**src/hdl/pmq_params.svh**
```systemverilog
// Purpose: constants of the packet mode queue switch block
// Assumes: 50 MHz clock, four queues, 36-bit words
// Notes: offsets are byte addresses on the register bus
`ifndef PMQ_PARAMS_SVH
`define PMQ_PARAMS_SVH
// register offsets
`define PMQ_CTRL_OFFSET 8'h00
`define PMQ_STATUS_OFFSET 8'h04
// control fields
`define PMQ_CTRL_HOLD_BIT 0
`define PMQ_CTRL_RESET 32'h0000_0000
// status fields
`define PMQ_ST_READY_LSB 0
`define PMQ_ST_WQ_LSB 4
`define PMQ_ST_RQ_LSB 6
`define PMQ_ST_NULL_BIT 8
`define PMQ_ST_PKT_BIT 9
// queue change timing, in cycles of the port clock
`define PMQ_CHANGE_CYCLES 3
// marker bit positions of a word
`define PMQ_START_BIT 34
`define PMQ_END_BIT 35
`endif

```
**src/hdl/pmq_pkg.sv**
```systemverilog
// Purpose: types of the packet mode queue switch block
// Assumes: 36-bit word, markers on the two top bits
// Notes: constants live in pmq_params.svh
package pmq_pkg;
  // one stored word: end marker, start marker, payload
  typedef struct packed {
    logic end_mark;
    logic start_mark;
    logic [33:0] payload;
  } pmq_word_type;
  // queue change progress on either port
  typedef enum logic [1:0] {
    PMQ_IDLE = 2'b00,
    PMQ_REQ = 2'b01,
    PMQ_SWAP = 2'b10
  } pmq_phase_type;
endpackage

```
**src/hdl/pmq_flag_bus.sv**
```systemverilog
// Purpose: per-queue status bus, direct or polled style
// Assumes: status inputs are active high, bus is active low
// Notes: style is caught during master reset
`timescale 1ns/1ps
`include "pmq_params.svh"
module pmq_flag_bus #(
  parameter int QUEUES = 4
) (
  // clock and reset
  input wire logic clk_i,
  input wire logic rst_i,
  input wire logic flag_bus_style_i,
  // device select
  input wire logic select_i,
  input wire logic [2:0] select_id_i,
  input wire logic [2:0] device_identity_inputs_i,
  // status in, bus out
  input wire logic [QUEUES-1:0] status_i,
  output logic [QUEUES-1:0] bus_o,
  output logic bus_oe_o
);
  localparam int QW = $clog2(QUEUES);
  logic polled, next_polled, chosen, next_chosen;
  logic [QW-1:0] poll, next_poll;
  logic [QUEUES-1:0] next_bus;

  // selection, poll pointer and bus value
  always_comb begin
    next_polled = polled;
    next_chosen = chosen;
    if (rst_i) begin
      next_polled = flag_bus_style_i;
    end
    if (select_i) begin
      next_chosen = (select_id_i == device_identity_inputs_i);
    end
    next_poll = poll + 1'b1;
    next_bus = ~status_i;
    if (polled) begin
      // polled style shows one queue at a time, rest inactive
      next_bus = {QUEUES{1'b1}};
      next_bus[poll] = ~status_i[poll];
    end
  end

  // register the bus so it never glitches between queues
  always_ff @(posedge clk_i) begin
    polled <= next_polled;
    if (rst_i) begin
      chosen <= 1'b1;
      poll <= '0;
      bus_o <= {QUEUES{1'b1}};
      bus_oe_o <= 1'b0;
    end else begin
      chosen <= next_chosen;
      poll <= next_poll;
      bus_o <= next_bus;
      bus_oe_o <= next_chosen;
    end
  end
endmodule

```
**src/hdl/pmq_queue.sv**
```systemverilog
// Purpose: one queue: word storage plus packet counter
// Assumes: DEPTH is a power of two
// Notes: head word is presented combinationally
`timescale 1ns/1ps
`include "pmq_params.svh"
module pmq_queue #(
  parameter int DEPTH = 16
) (
  // clock and reset
  input wire logic clk_i,
  input wire logic rst_i,
  // fill side
  input wire logic push_i,
  input wire pmq_pkg::pmq_word_type push_word_i,
  // drain side
  input wire logic pop_i,
  output pmq_pkg::pmq_word_type head_o,
  // status
  output logic empty_o,
  output logic full_o,
  output logic readable_o
);
  localparam int AW = $clog2(DEPTH);
  pmq_pkg::pmq_word_type mem [DEPTH];
  logic [AW-1:0] wr_ptr, rd_ptr, next_wr_ptr, next_rd_ptr;
  logic [AW:0] fill, next_fill, pkts, next_pkts;
  logic w_in, r_in, next_w_in, next_r_in;
  logic push_ok, pop_ok, pkt_done, pkt_gone;

  // storage, addressed by the write pointer
  always_ff @(posedge clk_i) begin
    if (push_ok) begin
      mem[wr_ptr] <= push_word_i;
    end
  end

  // next pointers, fill level and packet trackers
  always_comb begin
    push_ok = push_i && !full_o;
    pop_ok = pop_i && !empty_o;
    // repeated start ignored; an end closes only an open packet
    pkt_done = push_ok && push_word_i.end_mark && (w_in || push_word_i.start_mark);
    pkt_gone = pop_ok && head_o.end_mark && (r_in || head_o.start_mark);
    next_w_in = w_in;
    if (push_ok && push_word_i.start_mark) begin
      next_w_in = 1'b1;
    end
    if (push_ok && push_word_i.end_mark) begin
      next_w_in = 1'b0;
    end
    next_r_in = r_in;
    if (pop_ok && head_o.start_mark) begin
      next_r_in = 1'b1;
    end
    if (pop_ok && head_o.end_mark) begin
      next_r_in = 1'b0;
    end
    next_wr_ptr = push_ok ? wr_ptr + 1'b1 : wr_ptr;
    next_rd_ptr = pop_ok ? rd_ptr + 1'b1 : rd_ptr;
    next_fill = fill + (AW+1)'(push_ok) - (AW+1)'(pop_ok);
    next_pkts = pkts + (AW+1)'(pkt_done) - (AW+1)'(pkt_gone);
  end

  // register the state
  always_ff @(posedge clk_i) begin
    if (rst_i) begin
      wr_ptr <= '0;
      rd_ptr <= '0;
      fill <= '0;
      pkts <= '0;
      w_in <= 1'b0;
      r_in <= 1'b0;
    end else begin
      wr_ptr <= next_wr_ptr;
      rd_ptr <= next_rd_ptr;
      fill <= next_fill;
      pkts <= next_pkts;
      w_in <= next_w_in;
      r_in <= next_r_in;
    end
  end

  // status seen by both ports
  always_comb begin
    head_o = mem[rd_ptr];
    empty_o = (fill == '0);
    full_o = (fill == (AW+1)'(DEPTH));
    // a packet in flight may be drained to its end
    readable_o = !empty_o && (pkts != '0 || r_in);
  end

  a_full_no_store: assert property (@(posedge clk_i) disable iff (rst_i)
    push_i && full_o |=> fill == $past(fill) - (AW+1)'($past(pop_ok)))
    else $error("write stored into a full queue");
  a_pkt_count_up: assert property (@(posedge clk_i) disable iff (rst_i)
    pkt_done && !pkt_gone |=> pkts == $past(pkts) + 1'b1)
    else $error("packet counter missed a finished packet");
endmodule

```
**src/hdl/pmq_top.sv**
```systemverilog
// Purpose: four-queue packet switch with queue select on both ports
// Assumes: one clock serves write and read port; Wishbone register slave
// Notes: output_valid_n marks the cycle a delivered word is on read_word_o
// Behaviour
// - read select strobe latches low read address bits to pick a queue.
// - write select strobe plus address requests change; takes three cycles.
// - request cycle and next still write the old queue.
// - full flag shows the new queue from the third cycle's edge.
// - fourth cycle onward writes go to new queue; full queue blocks writes.
// - request cycle and next still read old queue when strobes allow.
// - filler of old queue then first word of new; reader drops filler.
// - packet mode is caught from its select input during reset.
// - packet state per queue; discrete flag follows read queue only.
// - packet ready low only with a complete packet held.
// - packet mode delivers nothing but the change filler before a whole packet is stored.
// - status bus carries packet ready, or not-empty in standard mode; style caught at reset.
// - start and end markers ride on the top two word bits.
// - per-queue packet counter follows markers in and out.
// - null select switches read port to an always-empty queue.
// - repeated start or end markers are ignored.
`timescale 1ns/1ps
`include "pmq_params.svh"
module pmq_top #(
  parameter int DEPTH = 16
) (
  // clock and master reset
  input wire logic clk_i,
  input wire logic rst_i,
  input wire logic packet_mode_select_i,
  input wire logic flag_bus_style_i,
  input wire logic [2:0] device_identity_inputs_i,
  // write port
  input wire logic write_en_n_i,
  input wire pmq_pkg::pmq_word_type write_word_i,
  input wire logic write_queue_select_strobe_i,
  input wire logic [4:0] write_queue_address_bus_i,
  output logic full_flag_n_o,
  // read port
  input wire logic read_en_n_i,
  input wire logic output_enable_n_i,
  input wire logic read_queue_select_strobe_i,
  input wire logic empty_flag_bus_strobe_i,
  input wire logic null_queue_select_i,
  input wire logic [4:0] read_queue_address_bus_i,
  output pmq_pkg::pmq_word_type read_word_o,
  output logic output_valid_n_o,
  output logic packet_ready_n_o,
  output logic [3:0] almost_empty_bus_o,
  output logic almost_empty_bus_oe_o,
  // wishbone slave
  input wire logic wb_cyc_i,
  input wire logic wb_stb_i,
  input wire logic wb_we_i,
  input wire logic [7:0] wb_adr_i,
  input wire logic [3:0] wb_sel_i,
  input wire logic [31:0] wb_dat_i,
  output logic [31:0] wb_dat_o,
  output logic wb_ack_o
);
  localparam int Q = 4;
  logic pkt_mode, next_pkt_mode;
  logic [31:0] ctrl, next_ctrl, next_wb_dat;
  logic next_wb_ack;
  // per-queue wires
  logic [Q-1:0] push, pop, empty, full, readable, avail;
  pmq_pkg::pmq_word_type head [Q];
  // write port state
  pmq_pkg::pmq_phase_type w_phase, next_w_phase;
  logic [1:0] wq, w_new, next_wq, next_w_new;
  logic next_full_n;
  // read port state
  pmq_pkg::pmq_phase_type r_phase, next_r_phase;
  logic [1:0] rq, r_new, next_rq, next_r_new;
  logic r_null, r_new_null, next_r_null, next_r_new_null;
  logic [1:0] pop_q;
  logic pop_any;
  pmq_pkg::pmq_word_type next_read_word;
  logic next_valid_n, next_ready_n;

  // the queues themselves
  for (genvar g = 0; g < Q; g++) begin : g_queue
    pmq_queue #(
      .DEPTH(DEPTH)
    ) u_queue (
      .clk_i(clk_i),
      .rst_i(rst_i),
      .push_i(push[g]),
      .push_word_i(write_word_i),
      .pop_i(pop[g]),
      .head_o(head[g]),
      .empty_o(empty[g]),
      .full_o(full[g]),
      .readable_o(readable[g])
    );
    // standard mode drains any stored word
    assign avail[g] = pkt_mode ? readable[g] : !empty[g];
  end

  // write port: queue change sequence and routing
  always_comb begin
    next_w_phase = w_phase;
    next_wq = wq;
    next_w_new = w_new;
    next_full_n = !full[wq];
    push = '0;
    // old queue until the swap edge, strobe high writes nothing
    if (!write_en_n_i && !ctrl[`PMQ_CTRL_HOLD_BIT]) begin
      push[wq] = 1'b1;
    end
    case (w_phase)
      pmq_pkg::PMQ_IDLE: begin
        if (write_queue_select_strobe_i) begin
          next_w_new = write_queue_address_bus_i[1:0];
          next_w_phase = pmq_pkg::PMQ_REQ;
        end
      end
      pmq_pkg::PMQ_REQ: begin
        next_w_phase = pmq_pkg::PMQ_SWAP;
      end
      pmq_pkg::PMQ_SWAP: begin
        // flag turns to the new queue on the filler cycle edge
        next_full_n = !full[w_new];
        next_wq = w_new;
        next_w_phase = pmq_pkg::PMQ_IDLE;
      end
      default: begin
        next_w_phase = pmq_pkg::PMQ_IDLE;
      end
    endcase
  end

  // read port: queue change, filler pass and delivery
  always_comb begin
    next_r_phase = r_phase;
    next_rq = rq;
    next_r_null = r_null;
    next_r_new = r_new;
    next_r_new_null = r_new_null;
    pop_q = rq;
    pop_any = !read_en_n_i && !output_enable_n_i && !r_null && avail[rq];
    case (r_phase)
      pmq_pkg::PMQ_IDLE: begin
        if (read_queue_select_strobe_i && !empty_flag_bus_strobe_i) begin
          next_r_new = read_queue_address_bus_i[1:0];
          next_r_new_null = null_queue_select_i;
          next_r_phase = pmq_pkg::PMQ_REQ;
        end
      end
      pmq_pkg::PMQ_REQ: begin
        next_r_phase = pmq_pkg::PMQ_SWAP;
      end
      pmq_pkg::PMQ_SWAP: begin
        // filler word leaves the old queue whatever the strobe
        pop_any = !r_null && !empty[rq];
        next_rq = r_new;
        next_r_null = r_new_null;
        next_r_phase = pmq_pkg::PMQ_IDLE;
      end
      default: begin
        next_r_phase = pmq_pkg::PMQ_IDLE;
      end
    endcase
    pop = '0;
    pop[pop_q] = pop_any;
    next_read_word = pop_any ? head[pop_q] : read_word_o;
    next_valid_n = !pop_any;
    // discrete flag follows only the queue on the read port
    next_ready_n = !(pkt_mode && !next_r_null && readable[next_rq]);
  end

  // port state registers
  always_ff @(posedge clk_i) begin
    if (rst_i) begin
      w_phase <= pmq_pkg::PMQ_IDLE;
      wq <= 2'h0;
      w_new <= 2'h0;
      full_flag_n_o <= 1'b1;
      r_phase <= pmq_pkg::PMQ_IDLE;
      rq <= 2'h0;
      r_new <= 2'h0;
      r_null <= 1'b0;
      r_new_null <= 1'b0;
      read_word_o <= '0;
      output_valid_n_o <= 1'b1;
      packet_ready_n_o <= 1'b1;
    end else begin
      w_phase <= next_w_phase;
      wq <= next_wq;
      w_new <= next_w_new;
      full_flag_n_o <= next_full_n;
      r_phase <= next_r_phase;
      rq <= next_rq;
      r_new <= next_r_new;
      r_null <= next_r_null;
      r_new_null <= next_r_new_null;
      read_word_o <= next_read_word;
      output_valid_n_o <= next_valid_n;
      packet_ready_n_o <= next_ready_n;
    end
  end

  // mode strap caught while reset is held
  always_comb begin
    next_pkt_mode = rst_i ? packet_mode_select_i : pkt_mode;
  end

  always_ff @(posedge clk_i) begin
    pkt_mode <= next_pkt_mode;
  end

  // status bus: packet ready per queue, or not-empty in standard mode
  pmq_flag_bus #(
    .QUEUES(Q)
  ) u_flag_bus (
    .clk_i(clk_i),
    .rst_i(rst_i),
    .flag_bus_style_i(flag_bus_style_i),
    .select_i(!read_queue_select_strobe_i && empty_flag_bus_strobe_i),
    .select_id_i(read_queue_address_bus_i[4:2]),
    .device_identity_inputs_i(device_identity_inputs_i),
    .status_i(avail),
    .bus_o(almost_empty_bus_o),
    .bus_oe_o(almost_empty_bus_oe_o)
  );

  // wishbone: one wait state, unmapped reads give zero
  always_comb begin
    next_ctrl = ctrl;
    next_wb_ack = wb_cyc_i && wb_stb_i && !wb_ack_o;
    next_wb_dat = 32'h0000_0000;
    if (next_wb_ack && wb_we_i && wb_sel_i[0] && wb_adr_i == `PMQ_CTRL_OFFSET) begin
      next_ctrl = {24'h00_0000, wb_dat_i[7:0]};
    end
    if (wb_adr_i == `PMQ_CTRL_OFFSET) begin
      next_wb_dat = ctrl;
    end
    if (wb_adr_i == `PMQ_STATUS_OFFSET) begin
      next_wb_dat[`PMQ_ST_READY_LSB +: 4] = avail;
      next_wb_dat[`PMQ_ST_WQ_LSB +: 2] = wq;
      next_wb_dat[`PMQ_ST_RQ_LSB +: 2] = rq;
      next_wb_dat[`PMQ_ST_NULL_BIT] = r_null;
      next_wb_dat[`PMQ_ST_PKT_BIT] = pkt_mode;
    end
  end

  always_ff @(posedge clk_i) begin
    if (rst_i) begin
      ctrl <= `PMQ_CTRL_RESET;
      wb_ack_o <= 1'b0;
      wb_dat_o <= 32'h0000_0000;
    end else begin
      ctrl <= next_ctrl;
      wb_ack_o <= next_wb_ack;
      wb_dat_o <= next_wb_dat;
    end
  end

  // checks
  a_wq_three_cycles: assert property (@(posedge clk_i) disable iff (rst_i)
    w_phase == pmq_pkg::PMQ_IDLE && write_queue_select_strobe_i
    |-> ##1 wq == $past(wq) ##1 wq == $past(wq, 2)
    ##1 wq == $past(write_queue_address_bus_i[1:0], 3))
    else $error("write queue change not taken on third cycle");
  a_full_new_queue: assert property (@(posedge clk_i) disable iff (rst_i)
    w_phase == pmq_pkg::PMQ_SWAP |=> full_flag_n_o == !$past(full[w_new]))
    else $error("full flag did not follow new queue");
  a_no_write_high: assert property (@(posedge clk_i) disable iff (rst_i)
    write_en_n_i |-> push == '0)
    else $error("write taken with strobe high");
  a_rd_select_latch: assert property (@(posedge clk_i) disable iff (rst_i)
    r_phase == pmq_pkg::PMQ_IDLE && read_queue_select_strobe_i
    && !empty_flag_bus_strobe_i && !null_queue_select_i
    |-> ##3 rq == $past(read_queue_address_bus_i[1:0], 3) && !r_null)
    else $error("read queue not latched from address");
  a_no_early_read: assert property (@(posedge clk_i) disable iff (rst_i)
    pkt_mode && r_phase != pmq_pkg::PMQ_SWAP && !readable[pop_q] |-> !pop_any)
    else $error("word delivered before a whole packet");
  a_null_no_read: assert property (@(posedge clk_i) disable iff (rst_i)
    r_null && r_phase == pmq_pkg::PMQ_IDLE |=> output_valid_n_o)
    else $error("null queue delivered a word");
  a_ready_tracks: assert property (@(posedge clk_i) disable iff (rst_i)
    pkt_mode && !r_null && r_phase == pmq_pkg::PMQ_IDLE
    |=> packet_ready_n_o == !$past(readable[rq]))
    else $error("packet ready flag not from read queue");
  a_mode_stable: assert property (@(posedge clk_i) disable iff (rst_i)
    !rst_i |=> $stable(pkt_mode))
    else $error("packet mode changed outside reset");
endmodule
```
**config.mk**
```make
export PLATFORM = sky130hd
export DESIGN_NAME = pmq_top
export DESIGN_NICKNAME = d
export VERILOG_FILES = /design/src/hdl/pmq_pkg.sv /design/src/hdl/pmq_flag_bus.sv /design/src/hdl/pmq_queue.sv /design/src/hdl/pmq_top.sv
export VERILOG_INCLUDE_DIRS = /design/src /design/src/hdl
export SDC_FILE = /design/constraint.sdc
export NUM_CORES = 2
export LEC_CHECK = 0
export ABC_AREA = 0
export BUFFER_PORTS_ARGS = -buffer_cell sky130_fd_sc_hd__buf_2
export CORE_MARGIN = 1.5
export CORE_UTILIZATION = 50
export DETAILED_ROUTE_END_ITERATION = 10
export GPL_ROUTABILITY_DRIVEN = 0
export PLACE_DENSITY = 0.74
export SKIP_LAST_GASP = 1
export SLEW_MARGIN = 10
export SYNTH_ARGS = -nofsm -noshare
export SYNTH_HDL_FRONTEND = slang
export SYNTH_HIERARCHICAL = 1
export SYNTH_SLANG_ARGS = --single-unit
```
**constraint.sdc**
```tcl
create_clock -name clk_i -period 9.36 [get_ports clk_i]
set_clock_uncertainty 0.2 [all_clocks]
set_input_delay 2.808 -clock clk_i [delete_from_list [all_inputs] [get_ports clk_i]]
set_output_delay 2.808 -clock clk_i [all_outputs]
set_load 0.01 [all_outputs]
```
* Yosys cells after proc, flatten, opt, wreduce, memory -nomap -nowiden
Memory sizes are Yosys's and may differ from the RTL's. A register that Yosys moved wholly into a read port is not among the register bits.
Index checks and enable logic that the tools add are counted.
** Operators by class
- Add/sub/neg operators :: 25
- Multipliers :: 0
- Divide/modulo/power cells :: 0
- Magnitude comparators :: 9
- Equal/unequal tests :: 12
- Shifts and indexed selects :: 0
- Mux-type cells :: 54
- Bitwise logic cells :: 6
- Reduce and logical (&&, ||, !) cells :: 108
** Operators with widths (count)
- $bmux W36 S2 :: 1
- $mux W36 :: 2
- $logic_and A1 B1 Y1 :: 53
- $add A5 B1 Y5 :: 8
- $mux W4 :: 10
- $sub A5 B1 Y5 :: 8
- $add A4 B1 Y4 const B :: 8
- $mux W1 :: 25
- $logic_not A1 Y1 :: 22
- $eq A5 B5 Y1 const B :: 4
- $logic_not A5 Y1 :: 4
- $reduce_bool A5 Y1 :: 4
- $reduce_or A2 Y1 :: 8
- $lt A2 B3 Y1 const B :: 5
- $bmux W1 S2 :: 6
- $logic_or A1 B1 Y1 :: 12
- $mux W10 :: 1
- $eq A8 B3 Y1 const B :: 1
- $logic_not A8 Y1 :: 1
- $mux W8 :: 1
- $not A4 Y4 :: 2
- $pmux W2 S2 :: 2
- $demux W1 S2 :: 3
- $ge A2 B1 Y1 const B :: 3
- 13 further kinds :: 20
** Storage, ports and cells
- Flip-flop bits (word level) :: 162
- Latch bits :: 0
- RAM bits :: 2304
- Memory bits (read-only) :: 0
- Input bits :: 107
- Output and inout port bits :: 77
- Logic and storage cells :: 265
- Memories :: 4
** Memories
- g_queue[0].u_queue.mem :: depth 16, width 36, read ports 1, clocked after memory_dff 1, wr ports 1, RTL line pmq_queue.sv:24 : pmq_pkg::pmq_word_type mem [DEPTH];
- g_queue[1].u_queue.mem :: depth 16, width 36, read ports 1, clocked after memory_dff 1, wr ports 1, RTL line pmq_queue.sv:24
- g_queue[2].u_queue.mem :: depth 16, width 36, read ports 1, clocked after memory_dff 1, wr ports 1, RTL line pmq_queue.sv:24
- g_queue[3].u_queue.mem :: depth 16, width 36, read ports 1, clocked after memory_dff 1, wr ports 1, RTL line pmq_queue.sv:24

* Logic depth before layout (Yosys ltp)
- Depth in word-level cells :: 13
- Depth in mapped cells :: 24
- Depth with buffers taken out :: 22

* Modules after synthesis
Netlist, hierarchy kept.
** By module, submodules not included
- pmq_queue at g_queue[0].u_queue ... :: times used 2, cells each 980, area each 23022.1 um^2, seq. area each 17777.0 um^2
- pmq_queue at g_queue[2].u_queue :: times used 1, cells each 979, area each 23024.6 um^2, seq. area each 17777.0 um^2
- pmq_queue at g_queue[3].u_queue :: times used 1, cells each 980, area each 23020.8 um^2, seq. area each 17777.0 um^2
- pmq_top :: times used 1, cells each 384, area each 4167.7 um^2, seq. area each 1471.4 um^2
- pmq_flag_bus :: times used 1, cells each 37, area each 411.6 um^2, seq. area each 190.2 um^2

* Worst setup path before layout
Ideal clock, no wire load.
- Kind :: input-to-reg
- Start :: input write_en_n_i
- End :: memory g_queue[3].u_queue/mem[0][0] (netlist bit) (enable)
- Library setup time :: 474 ps
- Arrival time :: 6235 ps
- Path slack :: 2451 ps
- Stages :: 5
- Buffers on the path :: 1
- Path through :: nor4bb_1 -> and2_1 -> clkbuf_1 -> nand2_1 -> nor3_1
** On the way
- Longest elaborated chain between the ends :: 6
** RTL lines
- start, declared :: RTL line pmq_top.sv:33 : input wire logic write_en_n_i,
- $logic_not A1 Y1 :: RTL line pmq_top.sv:107 : if (!write_en_n_i && !ctrl[`PMQ_CTRL_HOLD_BIT]) begin
- $logic_and A1 B1 Y1 :: RTL line pmq_top.sv:107
- $mux W4 :: RTL line pmq_top.sv:107
- $logic_and A1 B1 Y1 :: RTL line pmq_queue.sv:39 : push_ok = push_i && !full_o;
- $mux W1 :: RTL line pmq_queue.sv:32 : if (push_ok) begin
- $mux W1 (not written as such) :: RTL line pmq_queue.sv:33 : mem[wr_ptr] <= push_word_i;
- end, declared :: RTL line pmq_queue.sv:24
No other way between the ends.

* Worst setup path after layout
- Start :: input output_enable_n_i
- End :: register g_queue[0].u_queue.pkts[4]
** On the way
- Longest elaborated chain between the ends :: 10
** RTL lines
- start, declared :: RTL line pmq_top.sv:40 : input wire logic output_enable_n_i,
- $logic_not A1 Y1 :: RTL line pmq_top.sv:140 : pop_any = !read_en_n_i && !output_enable_n_i && !r_null && avail[rq];
- $logic_and A1 B1 Y1 (3 in series) :: RTL line pmq_top.sv:140
- $mux W1 :: RTL line pmq_top.sv:141 : case (r_phase)
- $and A4 B4 Y4 (no source line)
- named net pop[0] :: RTL line pmq_top.sv:65 : logic [Q-1:0] push, pop, empty, full, readable, avail;
- $logic_and A1 B1 Y1 :: RTL line pmq_queue.sv:40 : pop_ok = pop_i && !empty_o;
- $logic_and A1 B1 Y1 (2 in series) :: RTL line pmq_queue.sv:43 : pkt_gone = pop_ok && head_o.end_mark && (r_in || head_o.start_mark);
- $sub A5 B1 Y5 :: RTL line pmq_queue.sv:61 : next_pkts = pkts + (AW+1)'(pkt_done) - (AW+1)'(pkt_gone);
- end signal, assigned :: RTL line pmq_queue.sv:77 : pkts <= next_pkts;
- end, declared :: RTL line pmq_queue.sv:26 : logic [AW:0] fill, next_fill, pkts, next_pkts;
The timed path passes the listed nets, and every way through them passes these cells.
A chain may end at the register's enable or synchronous reset.

==> metrics.md <==
| Metric | Value |
|---|---|
| Run status | `finished clean` |
| Max Slew Vio Count | `0` |
| Global-route wire length before repair | `322 mm` |
| Post-route antenna net violation count | `0` |
| Simple logic cell fraction of the synthesized area | `0.0243` |
| Async set-or-reset flop fraction in the synthesized netlist | `0` |
| Routed metal-1 wirelength | `85.5 mm` |
| Synthesized-area fraction occupied by xor and xnor cells | `0.00426` |
| Detailed route wirelength on metal3 | `19.4 mm` |
| Type of the tightest min-delay check | `reg -> reg` |
| Die extent in y | `443 µm` |
| Area growth, synth to finish | `11.7%` |
| Number of clock buffers inserted by TritonCTS | `234` |
| Endpoint arrival time on the critical path | `6.73 ns` |
| Clock latency at the later pin of the worst-skew pair | `0.85 ns` |
| Final TNS setup | `0 ns` |
| Routed vias | `45500` |
| Count of placed standard cells in the final layout, fillers left out | `7325` |
| Required time reported for the critical path endpoint | `9.93 ns` |
| Reg clk slew, reported paths | `0.06 ns` |
| Hold buffers post-CTS | `0` |
| DR top layer | `met5` |
| Cell area after placement | `100000 µm²` |
| Maximum net fanout on the critical path | `4` |
| RSZ-0062 raised after global routing | `no` |
| Die footprint | `196000 µm²` |
| Post-detailed-route via-to-cell ratio | `6.22` |
| Post-route minimum period | `6.16 ns` |
| Post-synthesis mux area share | `0.182` |
| Effective utilization at floorplan | `0.502` |
| Utilization after layout | `0.561` |
| Mean instance size in the synthesized netlist | `22.3 µm²` |
| Number of rows in the core area | `161` |
| Flop and latch count out of synthesis | `2482` |
| Clock tree from TritonCTS | `built` |
| Post-CTS resize count | `0` |
| Number of I/O port buffers | `131` |
| Footprint of the multi-input gates | `22700 µm²` |
| Worst setup SP type | `primary input` |
| Global-route usage over all layers | `0.227` |
| Dominant combinational cell family by area after synthesis | `multiplexers` |
| Portion of the clock cycle consumed by the worst path in the final layout | `0.658` |
| Setup Crit Path Kind | `in -> reg` |
| Final nets | `4775` |
| H-tree levels | `4` |
| Area share of the largest cell type after synthesis | `0.716` |
| Number of inserted filler cells in the final layout | `13500` |
| Floorplan die width | `443 µm` |
| DRC violation total after the first TritonRoute iteration | `5349` |
| Static Leak | `33.5 nW` |
| Final non-filler cell area | `108000 µm²` |
| Share of layout cells above drive strength 1 | `0.291` |
| Core region area | `192000 µm²` |
| Storage element area | `72800 µm²` |
| Post-Syn Area | `96700 µm²` |
| Seq/Total Area, Yosys | `0.753` |
| Worst setup EP type | `register` |
| CTS Buffer Depth | `3` |
| Worst vdd rail ir drop | `0.170 mV` |
| Total of warnings raised by yosys | `6` |
| Worst relative slew slack | `0.184` |
| Final global-route overflow total | `0` |
| Pre-Repair DR Iteration Count | `6` |
| Number of enable-type register cells in the synthesized netlist | `2306` |
| Final count of negative-setup-slack endpoints | `0` |
| Clock Tree Root | `sky130_fd_sc_hd__clkbuf_16` |
| Final hold violation count | `0` |
| Routed wire length | `222 mm` |
| Pre-CTS WS | `2.29 ns` |
| Ys flop type | `sky130_fd_sc_hd__edfxtp_1` |
| Cells after DPL | `6877` |
| Antenna violations before repair | `10` |
| WL per Instance | `30.3 µm` |
| Worst-case reg-to-reg path depth | `22` |
| Biggest area consumer among synthesized cells | `sky130_fd_sc_hd__edfxtp_1` |
| Num Clock Sinks | `2482` |
| Top Ports | `184` |
| Cell count after synthesis | `4340` |
| Number of distinct library cell variants in the gate-level netlist after synthesis | `54` |
| Worst hold path stage count | `1` |
| Smallest setup slack after layout | `3.20 ns` |
| Largest net degree at the start of global routing | `114` |
| Largest cells by area after synthesis | `sky130_fd_sc_hd__edfxtp_1 72%, sky130_fd_sc_hd__mux4_2 17%, sky130_fd_sc_hd__dfxtp_1 3.6%` |
| Adder and majority cell fraction of the synthesized area | `0.0110` |
| Slew of the pin with the lowest slew margin | `1.22 ns` |
| Detailed Place HPWL | `116 mm` |
| Vias in the first global route | `46000` |
| Power per standard cell area | `213 nW/µm²` |
| Detailed-routed wire length on met2 | `109 mm` |
| Buffer count from post-CTS setup fixing | `0` |
| Post-route DRC violation count | `0` |
| Fraction of the mapped netlist area in compound gates | `0.00729` |
| Total of max-cap violations | `0` |
| Highest clock frequency the design can meet | `0.162 GHz` |
[worst max-delay path, stage by stage]
cell and delay (ns):
sky130_fd_sc_hd__buf_2 0.10, sky130_fd_sc_hd__nor3_1 0.20, sky130_fd_sc_hd__nand2_1 0.08, sky130_fd_sc_hd__a31oi_1 0.31, sky130_fd_sc_hd__nand3_1 0.16, sky130_fd_sc_hd__a21boi_0 0.72
sky130_fd_sc_hd__inv_1 0.20, sky130_fd_sc_hd__nor3_1 0.29, sky130_fd_sc_hd__nand2b_1 0.12, sky130_fd_sc_hd__a32oi_1 0.22, sky130_fd_sc_hd__ha_1 0.17, sky130_fd_sc_hd__inv_1 0.04
sky130_fd_sc_hd__ha_1 0.19, sky130_fd_sc_hd__fa_1 0.41, sky130_fd_sc_hd__a21oi_1 0.18, sky130_fd_sc_hd__nor2_1 0.07, sky130_fd_sc_hd__or3_1 0.34, sky130_fd_sc_hd__a21oi_1 0.14
[kinds of logic (layout without fill, tap and decap cells)]
kind of cell | after synthesis | in the layout
AO/OA/AOI/OAI | 105 | 105
XOR/XNOR | 47 | 47
adder cells (fa/ha/maj) | 80 | 80
buffers and inverters | 331 | 764
flip-flops | 2482 | 2482
multiplexers | 845 | 845
other | 1 | 27
AND/OR/NAND/NOR | 449 | 449
[per-layer routing]
layer / vias up / track usage
met5: - / 0
met4: 12 / 0.0852
met3: 387 / 0.0363
met2: 2490 / 0.363
met1: 24200 / 0.319
li1: 18500 / -
[cell usage in the layout (no fill, tap or decap), drive strengths merged, types with 9 or more instances in the layout]
cell type / instances
clkbuf: 290
dfxtp: 176
conb: 22
nand2b: 92
ha: 72
nor2b: 33
nand4: 11
o21ai: 14
clkinv: 109
mux4: 732
edfxtp: 2306
inv: 99
xnor2: 23
a21o: 12
a21oi: 35
xor2: 24
mux2i: 113
nand2: 40
nor3: 40
buf: 229
bufinv: 20
nand3: 38
nand3b: 9
nor2: 136
clkinvlp: 17
[synth_stat cells, types with 7 or more instances]
master / instances
sky130_fd_sc_hd__fa_1: 8
sky130_fd_sc_hd__buf_2: 49
sky130_fd_sc_hd__dfxtp_1: 176
sky130_fd_sc_hd__edfxtp_1: 2306
sky130_fd_sc_hd__nor2_1: 136
sky130_fd_sc_hd__mux4_2: 732
sky130_fd_sc_hd__ha_1: 72
sky130_fd_sc_hd__inv_1: 90
sky130_fd_sc_hd__clkbuf_1: 91
sky130_fd_sc_hd__and3_1: 7
sky130_fd_sc_hd__buf_4: 27
sky130_fd_sc_hd__xnor2_1: 23
sky130_fd_sc_hd__nor3_1: 40
sky130_fd_sc_hd__mux2i_1: 113
sky130_fd_sc_hd__a22oi_1: 8
sky130_fd_sc_hd__o21ai_0: 14
sky130_fd_sc_hd__nand3b_1: 9
sky130_fd_sc_hd__nand2_1: 40
sky130_fd_sc_hd__nand4_1: 11
sky130_fd_sc_hd__nand2b_1: 92
sky130_fd_sc_hd__a21o_1: 12
sky130_fd_sc_hd__nor2b_1: 33
sky130_fd_sc_hd__buf_1: 25
sky130_fd_sc_hd__nand3_1: 38
sky130_fd_sc_hd__a21oi_1: 35
sky130_fd_sc_hd__xor2_1: 24
sky130_fd_sc_hd__buf_6: 46
[registers in the layout (all words and copies together) (netlist names), 4 cells and up, named ones only]
name,count
g_queue.u_queue/rd_ptr,16
ctrl,8
g_queue.u_queue/w_in,4
g_queue.u_queue/pkts,20
g_queue.u_queue/fill,20
g_queue.u_queue/r_in,4
g_queue.u_queue/wr_ptr,16
g_queue.u_queue/mem,2304
wb_dat_o,10
read_word_o,36
u_flag_bus/bus_o,4
[worst paths after layout]
path | startpoint | to | slack, ns
max | output_enable_n_i | g_queue[0].u_queue/pkts[4] | 3.20
min | r_phase[1] | r_phase[1] | 0.27
max reg2reg | g_queue[2].u_queue/fill[2] | g_queue[0].u_queue/pkts[4] | 3.67
min reg2reg | r_phase[1] | r_phase[1] | 0.27
[per-stage QoR]
step                hold slack, ns  power, mW
CTS                          0.272       23.1
global placement             0.237       13.9
detailed placement           0.240       13.9
finish                       0.270       23.0
floorplan                    0.223       13.4
global route                 0.288       23.6
[layout make-up]
| type | count | area share |
|---|---|---|
| Antenna cell | 5 | 0.000116 |
| Inverter | 93 | 0.00323 |
| Tap cell | 2526 | 0.0293 |
| Multi-Input combinational cell | 1548 | 0.210 |
| Clock inverter | 152 | 0.0118 |
| Sequential cell | 2482 | 0.674 |
| Clock buffer | 290 | 0.0580 |
| Timing Repair Buffer | 229 | 0.0133 |
[report_power, final]
part | internal [mW] | leakage, nW | switching, mW
Combinational | 0.546 | 7.62 | 0.811
Sequential | 12.3 | 22.2 | 0.0738
Clock | 5.28 | 3.68 | 4.03
Total | 18.1 | 33.5 | 4.92
No activity file was read; power rests on OpenSTA's default activity.
